`src/clock_mode_cfg.svh`:
```
// Constants for the clock mode selection block.
// Assumes an 8-bit register port and an 8-bit configuration word.
`ifndef CLOCK_MODE_CFG_SVH
`define CLOCK_MODE_CFG_SVH

`define TRIM_ADDR 8'h00
`define STATUS_ADDR 8'h01
`define TRIM_WIDTH 5
`define TRIM_RESET 5'h00
`define TRIM_LEVEL_RESET 5'h10
`define TRIM_SIGN_BIT 4
`define CFG_MODE_LSB 0
`define CFG_MODE_MSB 2
`define CFG_FREQ_BIT 7
`define STAT_MODE_LSB 0
`define STAT_GAIN_LSB 3
`define STAT_DONE_BIT 5
`define STAT_EXEC_BIT 6
`define STAT_FREQ_BIT 7
`define STARTUP_CNT_W 11
`define STARTUP_LAST 11'h3ff
`define DIV_CNT_W 2
`define MODE_MAP_DEFAULT 24'hfac688

`endif

```
`src/clock_mode_pkg.sv`:
```
// Types for the clock mode selection block.
// Assumes nothing beyond a SystemVerilog compiler.
`default_nettype none
package clock_mode_pkg;

    typedef enum logic [2:0] {
        external_clock_mode = 3'b000,
        low_power_crystal_mode = 3'b001,
        medium_gain_crystal_mode = 3'b010,
        high_gain_crystal_mode = 3'b011,
        rc_with_clock_out_mode = 3'b100,
        rc_with_io_mode = 3'b101,
        internal_with_clock_out_mode = 3'b110,
        internal_with_io_mode = 3'b111
    } clock_mode_t;

    typedef enum logic [1:0] {
        gain_off = 2'b00,
        gain_low = 2'b01,
        gain_medium = 2'b10,
        gain_high = 2'b11
    } amp_gain_t;

    typedef enum logic [1:0] {
        source_pin = 2'b00,
        source_crystal = 2'b01,
        source_rc = 2'b10,
        source_internal = 2'b11
    } clock_source_t;

endpackage : clock_mode_pkg
`default_nettype wire

```
`src/clock_mode_select.sv`:
```
// Clock mode selection: pin roles, amplifier gain, start-up gating, trim.
// Assumes cfg_word is a static fuse word and first_oscillator_pin_in an asynchronous pin.
//
// Strobed register access and the address map were chosen for this implementation.
`timescale 1ns/100ps
`default_nettype none
`include "clock_mode_cfg.svh"

module clock_mode_select #(
    parameter logic [23:0] MODE_MAP = `MODE_MAP_DEFAULT
) (
    input wire logic clk,
    input wire logic rst_n,
    input wire logic por_bor_rst_n,
    input wire logic [7:0] cfg_word,
    input wire logic first_oscillator_pin_in,
    input wire logic sleep_active,
    input wire logic [7:0] reg_addr,
    input wire logic [7:0] reg_wdata,
    input wire logic reg_wr,
    input wire logic reg_rd,
    output var logic [7:0] reg_rdata,
    output var logic [1:0] sys_clk_src,
    output var logic [1:0] amp_gain,
    output var logic int_osc_en,
    output var logic int_8mhz,
    output var logic [4:0] trim_value,
    output var logic [4:0] trim_level,
    output var logic first_oscillator_pin_gpio_en,
    output var logic second_oscillator_pin_gpio_en,
    output var logic second_oscillator_pin_out,
    output var logic second_oscillator_pin_oe_n,
    output var logic exec_enable
);

    logic rst_meta_reg;
    logic rst_sync_n;
    logic por_meta_reg;
    logic por_sync_n;
    logic first_oscillator_pin_meta_reg;
    logic first_oscillator_pin_sync_reg;
    logic first_oscillator_pin_prev_reg;
    logic first_oscillator_pin_edge;
    logic cfg_valid_reg;
    logic cfg_load;
    logic freq_sel_reg;
    logic sleep_prev_reg;
    logic wake;
    logic startup_done;
    logic clk_div4;
    logic div_run;
    clock_mode_pkg::clock_mode_t mode_reg;

    function automatic clock_mode_pkg::clock_mode_t decode_mode(input logic [2:0] code);
        decode_mode = clock_mode_pkg::clock_mode_t'(MODE_MAP[3*code +: 3]);
    endfunction : decode_mode

    function automatic logic is_crystal(input clock_mode_pkg::clock_mode_t m);
        is_crystal = (m == clock_mode_pkg::low_power_crystal_mode) ||
                     (m == clock_mode_pkg::medium_gain_crystal_mode) ||
                     (m == clock_mode_pkg::high_gain_crystal_mode);
    endfunction : is_crystal

    function automatic logic has_clock_out(input clock_mode_pkg::clock_mode_t m);
        has_clock_out = (m == clock_mode_pkg::rc_with_clock_out_mode) ||
                        (m == clock_mode_pkg::internal_with_clock_out_mode);
    endfunction : has_clock_out

    // Reset release synchronisers
    always_ff @(posedge clk or negedge rst_n) begin
        if (!rst_n) begin
            rst_meta_reg <= 1'b0;
            rst_sync_n <= 1'b0;
        end else begin
            rst_meta_reg <= 1'b1;
            rst_sync_n <= rst_meta_reg;
        end
    end

    always_ff @(posedge clk or negedge por_bor_rst_n) begin
        if (!por_bor_rst_n) begin
            por_meta_reg <= 1'b0;
            por_sync_n <= 1'b0;
        end else begin
            por_meta_reg <= 1'b1;
            por_sync_n <= por_meta_reg;
        end
    end

    // Oscillator pin synchroniser and edge detect
    always_ff @(posedge clk or negedge rst_sync_n) begin
        if (!rst_sync_n) begin
            first_oscillator_pin_meta_reg <= 1'b0;
            first_oscillator_pin_sync_reg <= 1'b0;
            first_oscillator_pin_prev_reg <= 1'b0;
        end else begin
            first_oscillator_pin_meta_reg <= first_oscillator_pin_in;
            first_oscillator_pin_sync_reg <= first_oscillator_pin_meta_reg;
            first_oscillator_pin_prev_reg <= first_oscillator_pin_sync_reg;
        end
    end

    assign first_oscillator_pin_edge = first_oscillator_pin_sync_reg & ~first_oscillator_pin_prev_reg;

    // Capture configuration word after reset release
    always_ff @(posedge clk or negedge rst_sync_n) begin
        if (!rst_sync_n) begin
            cfg_valid_reg <= 1'b0;
            mode_reg <= clock_mode_pkg::external_clock_mode;
            freq_sel_reg <= 1'b0;
        end else if (!cfg_valid_reg) begin
            cfg_valid_reg <= 1'b1;
            mode_reg <= decode_mode(cfg_word[`CFG_MODE_MSB:`CFG_MODE_LSB]);
            freq_sel_reg <= cfg_word[`CFG_FREQ_BIT];
        end
    end

    assign cfg_load = rst_sync_n & ~cfg_valid_reg;

    always_ff @(posedge clk or negedge rst_sync_n) begin
        if (!rst_sync_n) begin
            sleep_prev_reg <= 1'b0;
        end else begin
            sleep_prev_reg <= sleep_active;
        end
    end

    assign wake = sleep_prev_reg & ~sleep_active;

    // Timer restarts on reset release and wake
    start_up_timer u_start_up_timer (
        .clk(clk),
        .rst_n(rst_sync_n),
        .restart(cfg_load | wake),
        .osc_edge(first_oscillator_pin_edge),
        .done(startup_done)
    );

    assign div_run = cfg_valid_reg & has_clock_out(mode_reg);

    clock_out_divider u_clock_out_divider (
        .clk(clk),
        .rst_n(rst_sync_n),
        .run(div_run),
        .clk_out(clk_div4)
    );

    // Execution gate, bypass outside crystal modes
    always_ff @(posedge clk or negedge rst_sync_n) begin
        if (!rst_sync_n) begin
            exec_enable <= 1'b0;
        end else begin
            exec_enable <= cfg_valid_reg && !sleep_active &&
                           (!is_crystal(mode_reg) || (startup_done && !wake));
        end
    end

    // Static pin roles, held while the clock stops
    always_ff @(posedge clk or negedge rst_sync_n) begin
        if (!rst_sync_n) begin
            sys_clk_src <= clock_mode_pkg::source_pin;
            amp_gain <= clock_mode_pkg::gain_off;
            int_osc_en <= 1'b0;
            int_8mhz <= 1'b0;
            first_oscillator_pin_gpio_en <= 1'b0;
            second_oscillator_pin_gpio_en <= 1'b0;
        end else if (cfg_valid_reg) begin
            int_8mhz <= freq_sel_reg;
            unique case (mode_reg)
                clock_mode_pkg::external_clock_mode: begin
                    sys_clk_src <= clock_mode_pkg::source_pin;
                    amp_gain <= clock_mode_pkg::gain_off;
                    int_osc_en <= 1'b0;
                    first_oscillator_pin_gpio_en <= 1'b0;
                    second_oscillator_pin_gpio_en <= 1'b1;
                end
                clock_mode_pkg::low_power_crystal_mode,
                clock_mode_pkg::medium_gain_crystal_mode,
                clock_mode_pkg::high_gain_crystal_mode: begin
                    sys_clk_src <= clock_mode_pkg::source_crystal;
                    amp_gain <= (mode_reg == clock_mode_pkg::low_power_crystal_mode) ?
                                clock_mode_pkg::gain_low :
                                (mode_reg == clock_mode_pkg::medium_gain_crystal_mode) ?
                                clock_mode_pkg::gain_medium : clock_mode_pkg::gain_high;
                    int_osc_en <= 1'b0;
                    first_oscillator_pin_gpio_en <= 1'b0;
                    second_oscillator_pin_gpio_en <= 1'b0;
                end
                // RC with clock out, RC with I/O
                clock_mode_pkg::rc_with_clock_out_mode,
                clock_mode_pkg::rc_with_io_mode: begin
                    sys_clk_src <= clock_mode_pkg::source_rc;
                    amp_gain <= clock_mode_pkg::gain_off;
                    int_osc_en <= 1'b0;
                    first_oscillator_pin_gpio_en <= 1'b0;
                    second_oscillator_pin_gpio_en <= (mode_reg == clock_mode_pkg::rc_with_io_mode);
                end
                // Internal with clock out, internal with I/O
                clock_mode_pkg::internal_with_clock_out_mode,
                clock_mode_pkg::internal_with_io_mode: begin
                    sys_clk_src <= clock_mode_pkg::source_internal;
                    amp_gain <= clock_mode_pkg::gain_off;
                    int_osc_en <= 1'b1;
                    first_oscillator_pin_gpio_en <= 1'b1;
                    second_oscillator_pin_gpio_en <= (mode_reg == clock_mode_pkg::internal_with_io_mode);
                end
            endcase
        end
    end

    // Second pin drives the divided clock
    always_ff @(posedge clk or negedge rst_sync_n) begin
        if (!rst_sync_n) begin
            second_oscillator_pin_out <= 1'b0;
            second_oscillator_pin_oe_n <= 1'b1;
        end else begin
            second_oscillator_pin_out <= clk_div4;
            second_oscillator_pin_oe_n <= !div_run;
        end
    end

    // Trim reset only by power-on or brown-out
    always_ff @(posedge clk or negedge por_sync_n) begin
        if (!por_sync_n) begin
            trim_value <= `TRIM_RESET;
            trim_level <= `TRIM_LEVEL_RESET;
        end else if (rst_sync_n && reg_wr && reg_addr == `TRIM_ADDR) begin
            trim_value <= reg_wdata[`TRIM_WIDTH-1:0];
            trim_level <= {~reg_wdata[`TRIM_SIGN_BIT], reg_wdata[`TRIM_SIGN_BIT-1:0]};
        end
    end

    always_ff @(posedge clk or negedge rst_sync_n) begin
        if (!rst_sync_n) begin
            reg_rdata <= 8'h00;
        end else if (reg_rd) begin
            unique case (reg_addr)
                `TRIM_ADDR: reg_rdata <= {3'h0, trim_value};
                `STATUS_ADDR: reg_rdata <= {int_8mhz, exec_enable, startup_done,
                                            amp_gain, mode_reg};
                default: reg_rdata <= 8'h00;
            endcase
        end else begin
            reg_rdata <= 8'h00;
        end
    end

    property p_ec_pins;
        @(posedge clk) disable iff (!rst_sync_n)
        cfg_valid_reg && mode_reg == clock_mode_pkg::external_clock_mode |=>
            second_oscillator_pin_gpio_en && !first_oscillator_pin_gpio_en && sys_clk_src == clock_mode_pkg::source_pin;
    endproperty
    a_ec_pins: assert property (p_ec_pins)
        else $error("external clock mode pin roles wrong");

    property p_ec_no_delay;
        @(posedge clk) disable iff (!rst_sync_n)
        cfg_valid_reg && mode_reg == clock_mode_pkg::external_clock_mode && !sleep_active
            |=> exec_enable;
    endproperty
    a_ec_no_delay: assert property (p_ec_no_delay)
        else $error("external clock mode delayed execution");

    property p_trim_static;
        @(posedge clk) disable iff (!por_sync_n)
        !(reg_wr && reg_addr == 8'h00) |=> $stable(trim_value);
    endproperty
    a_trim_static: assert property (p_trim_static)
        else $error("trim changed without a write");

    property p_gain;
        @(posedge clk) disable iff (!rst_sync_n)
        cfg_valid_reg && is_crystal(mode_reg) |=>
            amp_gain == clock_mode_pkg::amp_gain_t'($past(mode_reg[1:0]));
    endproperty
    a_gain: assert property (p_gain)
        else $error("crystal gain does not match mode");

    property p_rc_clock_out;
        @(posedge clk) disable iff (!rst_sync_n)
        cfg_valid_reg && mode_reg == clock_mode_pkg::rc_with_clock_out_mode |=>
            !second_oscillator_pin_oe_n && !second_oscillator_pin_gpio_en;
    endproperty
    a_rc_clock_out: assert property (p_rc_clock_out)
        else $error("rc clock out not driven on second pin");

    property p_rc_io;
        @(posedge clk) disable iff (!rst_sync_n)
        cfg_valid_reg && mode_reg == clock_mode_pkg::rc_with_io_mode |=>
            second_oscillator_pin_oe_n && second_oscillator_pin_gpio_en && !first_oscillator_pin_gpio_en;
    endproperty
    a_rc_io: assert property (p_rc_io)
        else $error("rc io mode pin roles wrong");

    property p_int_io;
        @(posedge clk) disable iff (!rst_sync_n)
        cfg_valid_reg && mode_reg == clock_mode_pkg::internal_with_io_mode |=>
            first_oscillator_pin_gpio_en && second_oscillator_pin_gpio_en && int_osc_en && int_8mhz == $past(freq_sel_reg);
    endproperty
    a_int_io: assert property (p_int_io)
        else $error("internal io mode pin roles wrong");

    property p_trim_write;
        @(posedge clk) disable iff (!rst_sync_n)
        reg_wr && reg_addr == 8'h00 |=> trim_value == $past(reg_wdata[4:0]) &&
            trim_level == ($past(reg_wdata[4:0]) ^ 5'h10);
    endproperty
    a_trim_write: assert property (p_trim_write)
        else $error("trim write not applied next cycle");

    property p_trim_read;
        @(posedge clk) disable iff (!rst_sync_n)
        reg_rd && reg_addr == 8'h00 |=> reg_rdata == {3'h0, trim_value};
    endproperty
    a_trim_read: assert property (p_trim_read)
        else $error("trim readback wrong or upper bits set");

endmodule : clock_mode_select
`default_nettype wire

```
`src/clock_out_divider.sv`:
```
// Divide-by-four clock output with even duty cycle.
// Assumes clk is the selected system clock.
`timescale 1ns/100ps
`default_nettype none
`include "clock_mode_cfg.svh"

module clock_out_divider (
    input wire logic clk,
    input wire logic rst_n,
    input wire logic run,
    output var logic clk_out
);

    logic [`DIV_CNT_W-1:0] cnt_reg;
    logic [`DIV_CNT_W-1:0] cnt_next;

    assign cnt_next = cnt_reg + 2'h1;

    // Two-bit divider, output follows the next count so the first period is even
    always_ff @(posedge clk or negedge rst_n) begin
        if (!rst_n) begin
            cnt_reg <= '0;
            clk_out <= 1'b0;
        end else if (!run) begin
            cnt_reg <= '0;
            clk_out <= 1'b0;
        end else begin
            cnt_reg <= cnt_next;
            clk_out <= cnt_next[1];
        end
    end

    property p_half_period_two;
        @(posedge clk) disable iff (!rst_n)
        run [*5] |-> (clk_out != $past(clk_out, 2)) && (clk_out == $past(clk_out, 4));
    endproperty
    a_half_period_two: assert property (p_half_period_two)
        else $error("divided clock is not a quarter of the system clock");

endmodule : clock_out_divider
`default_nettype wire

```
`src/start_up_timer.sv`:
```
// Start-up timer counting oscillator edges before execution may begin.
// Assumes osc_edge is a one-cycle pulse already synchronised to clk.
`timescale 1ns/100ps
`default_nettype none
`include "clock_mode_cfg.svh"

module start_up_timer (
    input wire logic clk,
    input wire logic rst_n,
    input wire logic restart,
    input wire logic osc_edge,
    output var logic done
);

    logic [`STARTUP_CNT_W-1:0] count_reg;

    always_ff @(posedge clk or negedge rst_n) begin
        if (!rst_n) begin
            count_reg <= '0;
            done <= 1'b0;
        end else if (restart) begin
            count_reg <= '0;
            done <= 1'b0;
        end else if (!done && osc_edge) begin
            count_reg <= count_reg + 11'h001;
            if (count_reg == `STARTUP_LAST) begin
                done <= 1'b1;
            end
        end
    end

    property p_done_after_last;
        @(posedge clk) disable iff (!rst_n)
        $rose(done) |-> ($past(count_reg) == `STARTUP_LAST) && $past(osc_edge);
    endproperty
    a_done_after_last: assert property (p_done_after_last)
        else $error("start-up done without 1024 oscillator edges");

    property p_restart_clears;
        @(posedge clk) disable iff (!rst_n)
        restart |=> !done && (count_reg == 11'h000);
    endproperty
    a_restart_clears: assert property (p_restart_clears)
        else $error("start-up timer not cleared by restart");

endmodule : start_up_timer
`default_nettype wire

```
`config.mk`:
```
export PLATFORM = sky130hd
export DESIGN_NAME = clock_mode_select
export DESIGN_NICKNAME = d
export VERILOG_FILES = /design/src/clock_mode_pkg.sv /design/src/clock_mode_select.sv /design/src/clock_out_divider.sv /design/src/start_up_timer.sv
export VERILOG_INCLUDE_DIRS = /design/src
export SDC_FILE = /design/constraint.sdc
export NUM_CORES = 1
export LEC_CHECK = 0
export BUFFER_PORTS_ARGS = -buffer_cell sky130_fd_sc_hd__buf_2
export CORE_ASPECT_RATIO = 0.8
export CORE_MARGIN = 2
export CORE_UTILIZATION = 55
export CTS_CLUSTER_DIAMETER = 120
export DETAILED_ROUTE_END_ITERATION = 10
export HOLD_SLACK_MARGIN = 0.05
export PLACE_DENSITY_LB_ADDON = 0.08
export SYNTH_ARGS = -nofsm -noshare
export SYNTH_HDL_FRONTEND = slang
export SYNTH_HIERARCHICAL = 1
export SYNTH_SLANG_ARGS = --single-unit
export TNS_END_PERCENT = 5
```
`constraint.sdc`:
```
create_clock -name clk -period 4.6 [get_ports clk]
set_clock_uncertainty 0.2 [all_clocks]
set_input_delay 0.92 -clock clk [delete_from_list [all_inputs] [get_ports clk]]
set_output_delay 0.92 -clock clk [all_outputs]
set_load 0.01 [all_outputs]
```
==> qor.yml <==
ys_seq_area_frac: 0.618
synth_cells: 172
dieArea_um2: 4270
clkPwrFrac: 0.346
routedWlPerCell_um: 13.2
path_clk_slew_ns: 0.09
globalRouteOverflowTotal: 0
largest_register_ffs: 11
power.switching_mw: 0.191
drive_above_1_share: 0.338
synth.distinct_cells: 36
crit_path_start_kind: "flip-flop"
final_core_util: 0.703
portBuffers: 52
routed_via_density: 5.26
fillers: 275
syn_avg_cell_area_um2: 12.0
slew_headroom: 0.378
synth-edff-count: 0
core.rowCount: 19
rr_worst_depth: 4
grt_pass1_wl_um: 6120
area_growth_pct: 19.4
cts_tree: "yes"
min_period_ns: 2.09
finalMaxSlewViolations: 0
setup_viol: 0
rsz0062_at_grt: "no"
drt-initial-drc-count: 62
crit_arrival_ns: 2.03
p_seq_frac: 0.568
clk-insertion-delay-late_ns: 0.29
cts_setup_buffers: 0
ant_nets: 0
max-vdd-ir-drop_uv: 224
setup_tns_ns: 0
final_common_cell: "buf_2"
final_cell_mix: "52 x buf_2, 48 x dfrtp_1, 14 x nor2_1, 12 x inv_1, 11 x a21oi_1"
track_usage: 0.192
core_um2: 3520
ys_warn_count: 6
htree_levels: 2
crit_fanout: 43
p_int_mw: 0.664
finalNetCount: 259
vias: 1419
clock-sinks: 51
cap_violations: 0
die_h_um: 58.9
diodes: 0
firstDrtPassIters: 4
dp_hpwl_um: 2690
p_per_area_nw_per_um2: 346
globalplace.congestion: 0.784
ctsResizeCount: 0
synth_area_um2: 2070
finalHoldViolCount: 0
setup.worst_path.start: "rst_sync_n"
switching_share: 0.224
numCtsBuffers: 5
end_kind: "flip-flop"
max_freq_ghz: 0.479
outcome: "finished, final reports clean"
p_total_mw: 0.856
ys_async_sr_fraction: 1.00
worst_pin_slew_ns: 0.932
ctsRootBufferMaster: "clkbuf_8"
r2r_start: "rst_sync_n"
leakagePower_nw: 1.26
synth.ff_latch_count: 51
fin_crit_sh: 0.454
drc: 0
hp-class: "reg2async"
antenna_found_initial: 0
fp.dieW_um: 72.6
grt_start_max_net_pins: 44
grt_pass1_vias: 1334
crit_type: "reg2reg"
cts_buffer_depth: 2
cts_hold_buf: 2
ys.flop_type: "dfrtp_1"
ios: 60
combPwrFrac: 0.086
start_util: 0.589
worstPathRequired_ns: 4.54
wirelength_um: 3570
==> cells in the mapped netlist (2+ instances only) <==
master | count | area [um^2]
nand2_1 | 7 | 26.3
nor2b_1 | 3 | 18.8
dfstp_2 | 2 | 52.6
dfrtp_1 | 49 | 1230
o21ai_0 | 6 | 30.0
and2_1 | 4 | 25.0
nor2_1 | 14 | 52.6
a21oi_1 | 11 | 55.1
clkbuf_1 | 3 | 11.3
nand3_1 | 3 | 15.0
mux2i_1 | 7 | 70.1
o31ai_1 | 5 | 37.5
or4_1 | 6 | 45.0
or3_1 | 3 | 18.8
buf_4 | 5 | 37.5
mux2_2 | 8 | 90.1
xnor2_1 | 2 | 17.5
o21ai_1 | 3 | 15.0
inv_1 | 12 | 45.0
nand4_1 | 3 | 18.8
==> worst max-delay path, cell delays in order (launching register included) <==
cell and delay, ns:
dfrtp_2 0.35, buf_4 0.44, inv_1 0.08, o22ai_1 0.74, nor2_1 0.12
==> stage by stage <==
stage                     setup slack (ns)  hold slack [ns]  cell area (um^2)  std cells
after floorplan                       2.32           -0.133              2080        174
after global placement                2.35           -0.102              2350        260
after detailed placement              2.32          -0.0896              2350        260
after CTS                             2.45            0.156              2470        270
after global routing                  2.22            0.165              2470        270
final                                 2.51            0.126              2470        270
==> cell families after synthesis <==
group                      Yosys count  synth area share
other                                1           0.00181
buffers and inverters               21            0.0477
muxes                               15            0.0773
AOI/OAI and AO/OA                   27            0.0731
xor gates and xnor gates             3            0.0127
adders and majority gates            1           0.00604
DFF                                 51             0.618
and+or+nand+nor                     53             0.164
==> power by group through the flow <==
stage / clock network (mW) / registers (mW) / logic [mW]
after global routing: 0.321 / 0.489 / 0.0835
after detailed placement: 0 / 0.496 / 0.0727
final: 0.296 / 0.486 / 0.0739
after CTS: 0.304 / 0.486 / 0.0754
after global placement: 0 / 0.494 / 0.0700
after floorplan: 0 / 0.500 / 0.0351
==> per-layer routing <==
metal	GRT usage	wire, um
met1	0.271	1780
met2	0.284	1570
met3	0.0531	190
met4	0.0741	34
met5	0	0
==> final cells by class <==
class / instances / area (um^2) / share of cell area
sequential: 51 / 1280 / 0.518
multi-input combinational: 102 / 701 / 0.283
timing repair buffer: 55 / 288 / 0.116
clock buffer: 7 / 76.3 / 0.0309
tap: 42 / 52.6 / 0.0213
inverter: 12 / 45.0 / 0.0182
clock inverter: 1 / 30.0 / 0.0121
==> final timing paths <==
path                                                       to  slack, ns
worst max-delay path            u_start_up_timer/count_reg[2]       2.51
worst min register to register                    mode_reg[1]       0.13
min in group clk                                   por_sync_n       0.16
worst max register to register  u_start_up_timer/count_reg[2]       2.51
worst min-delay path                              mode_reg[1]       0.13
max in group asynchronous                       trim_value[4]       3.52
(Power assumes the default switching activity.)
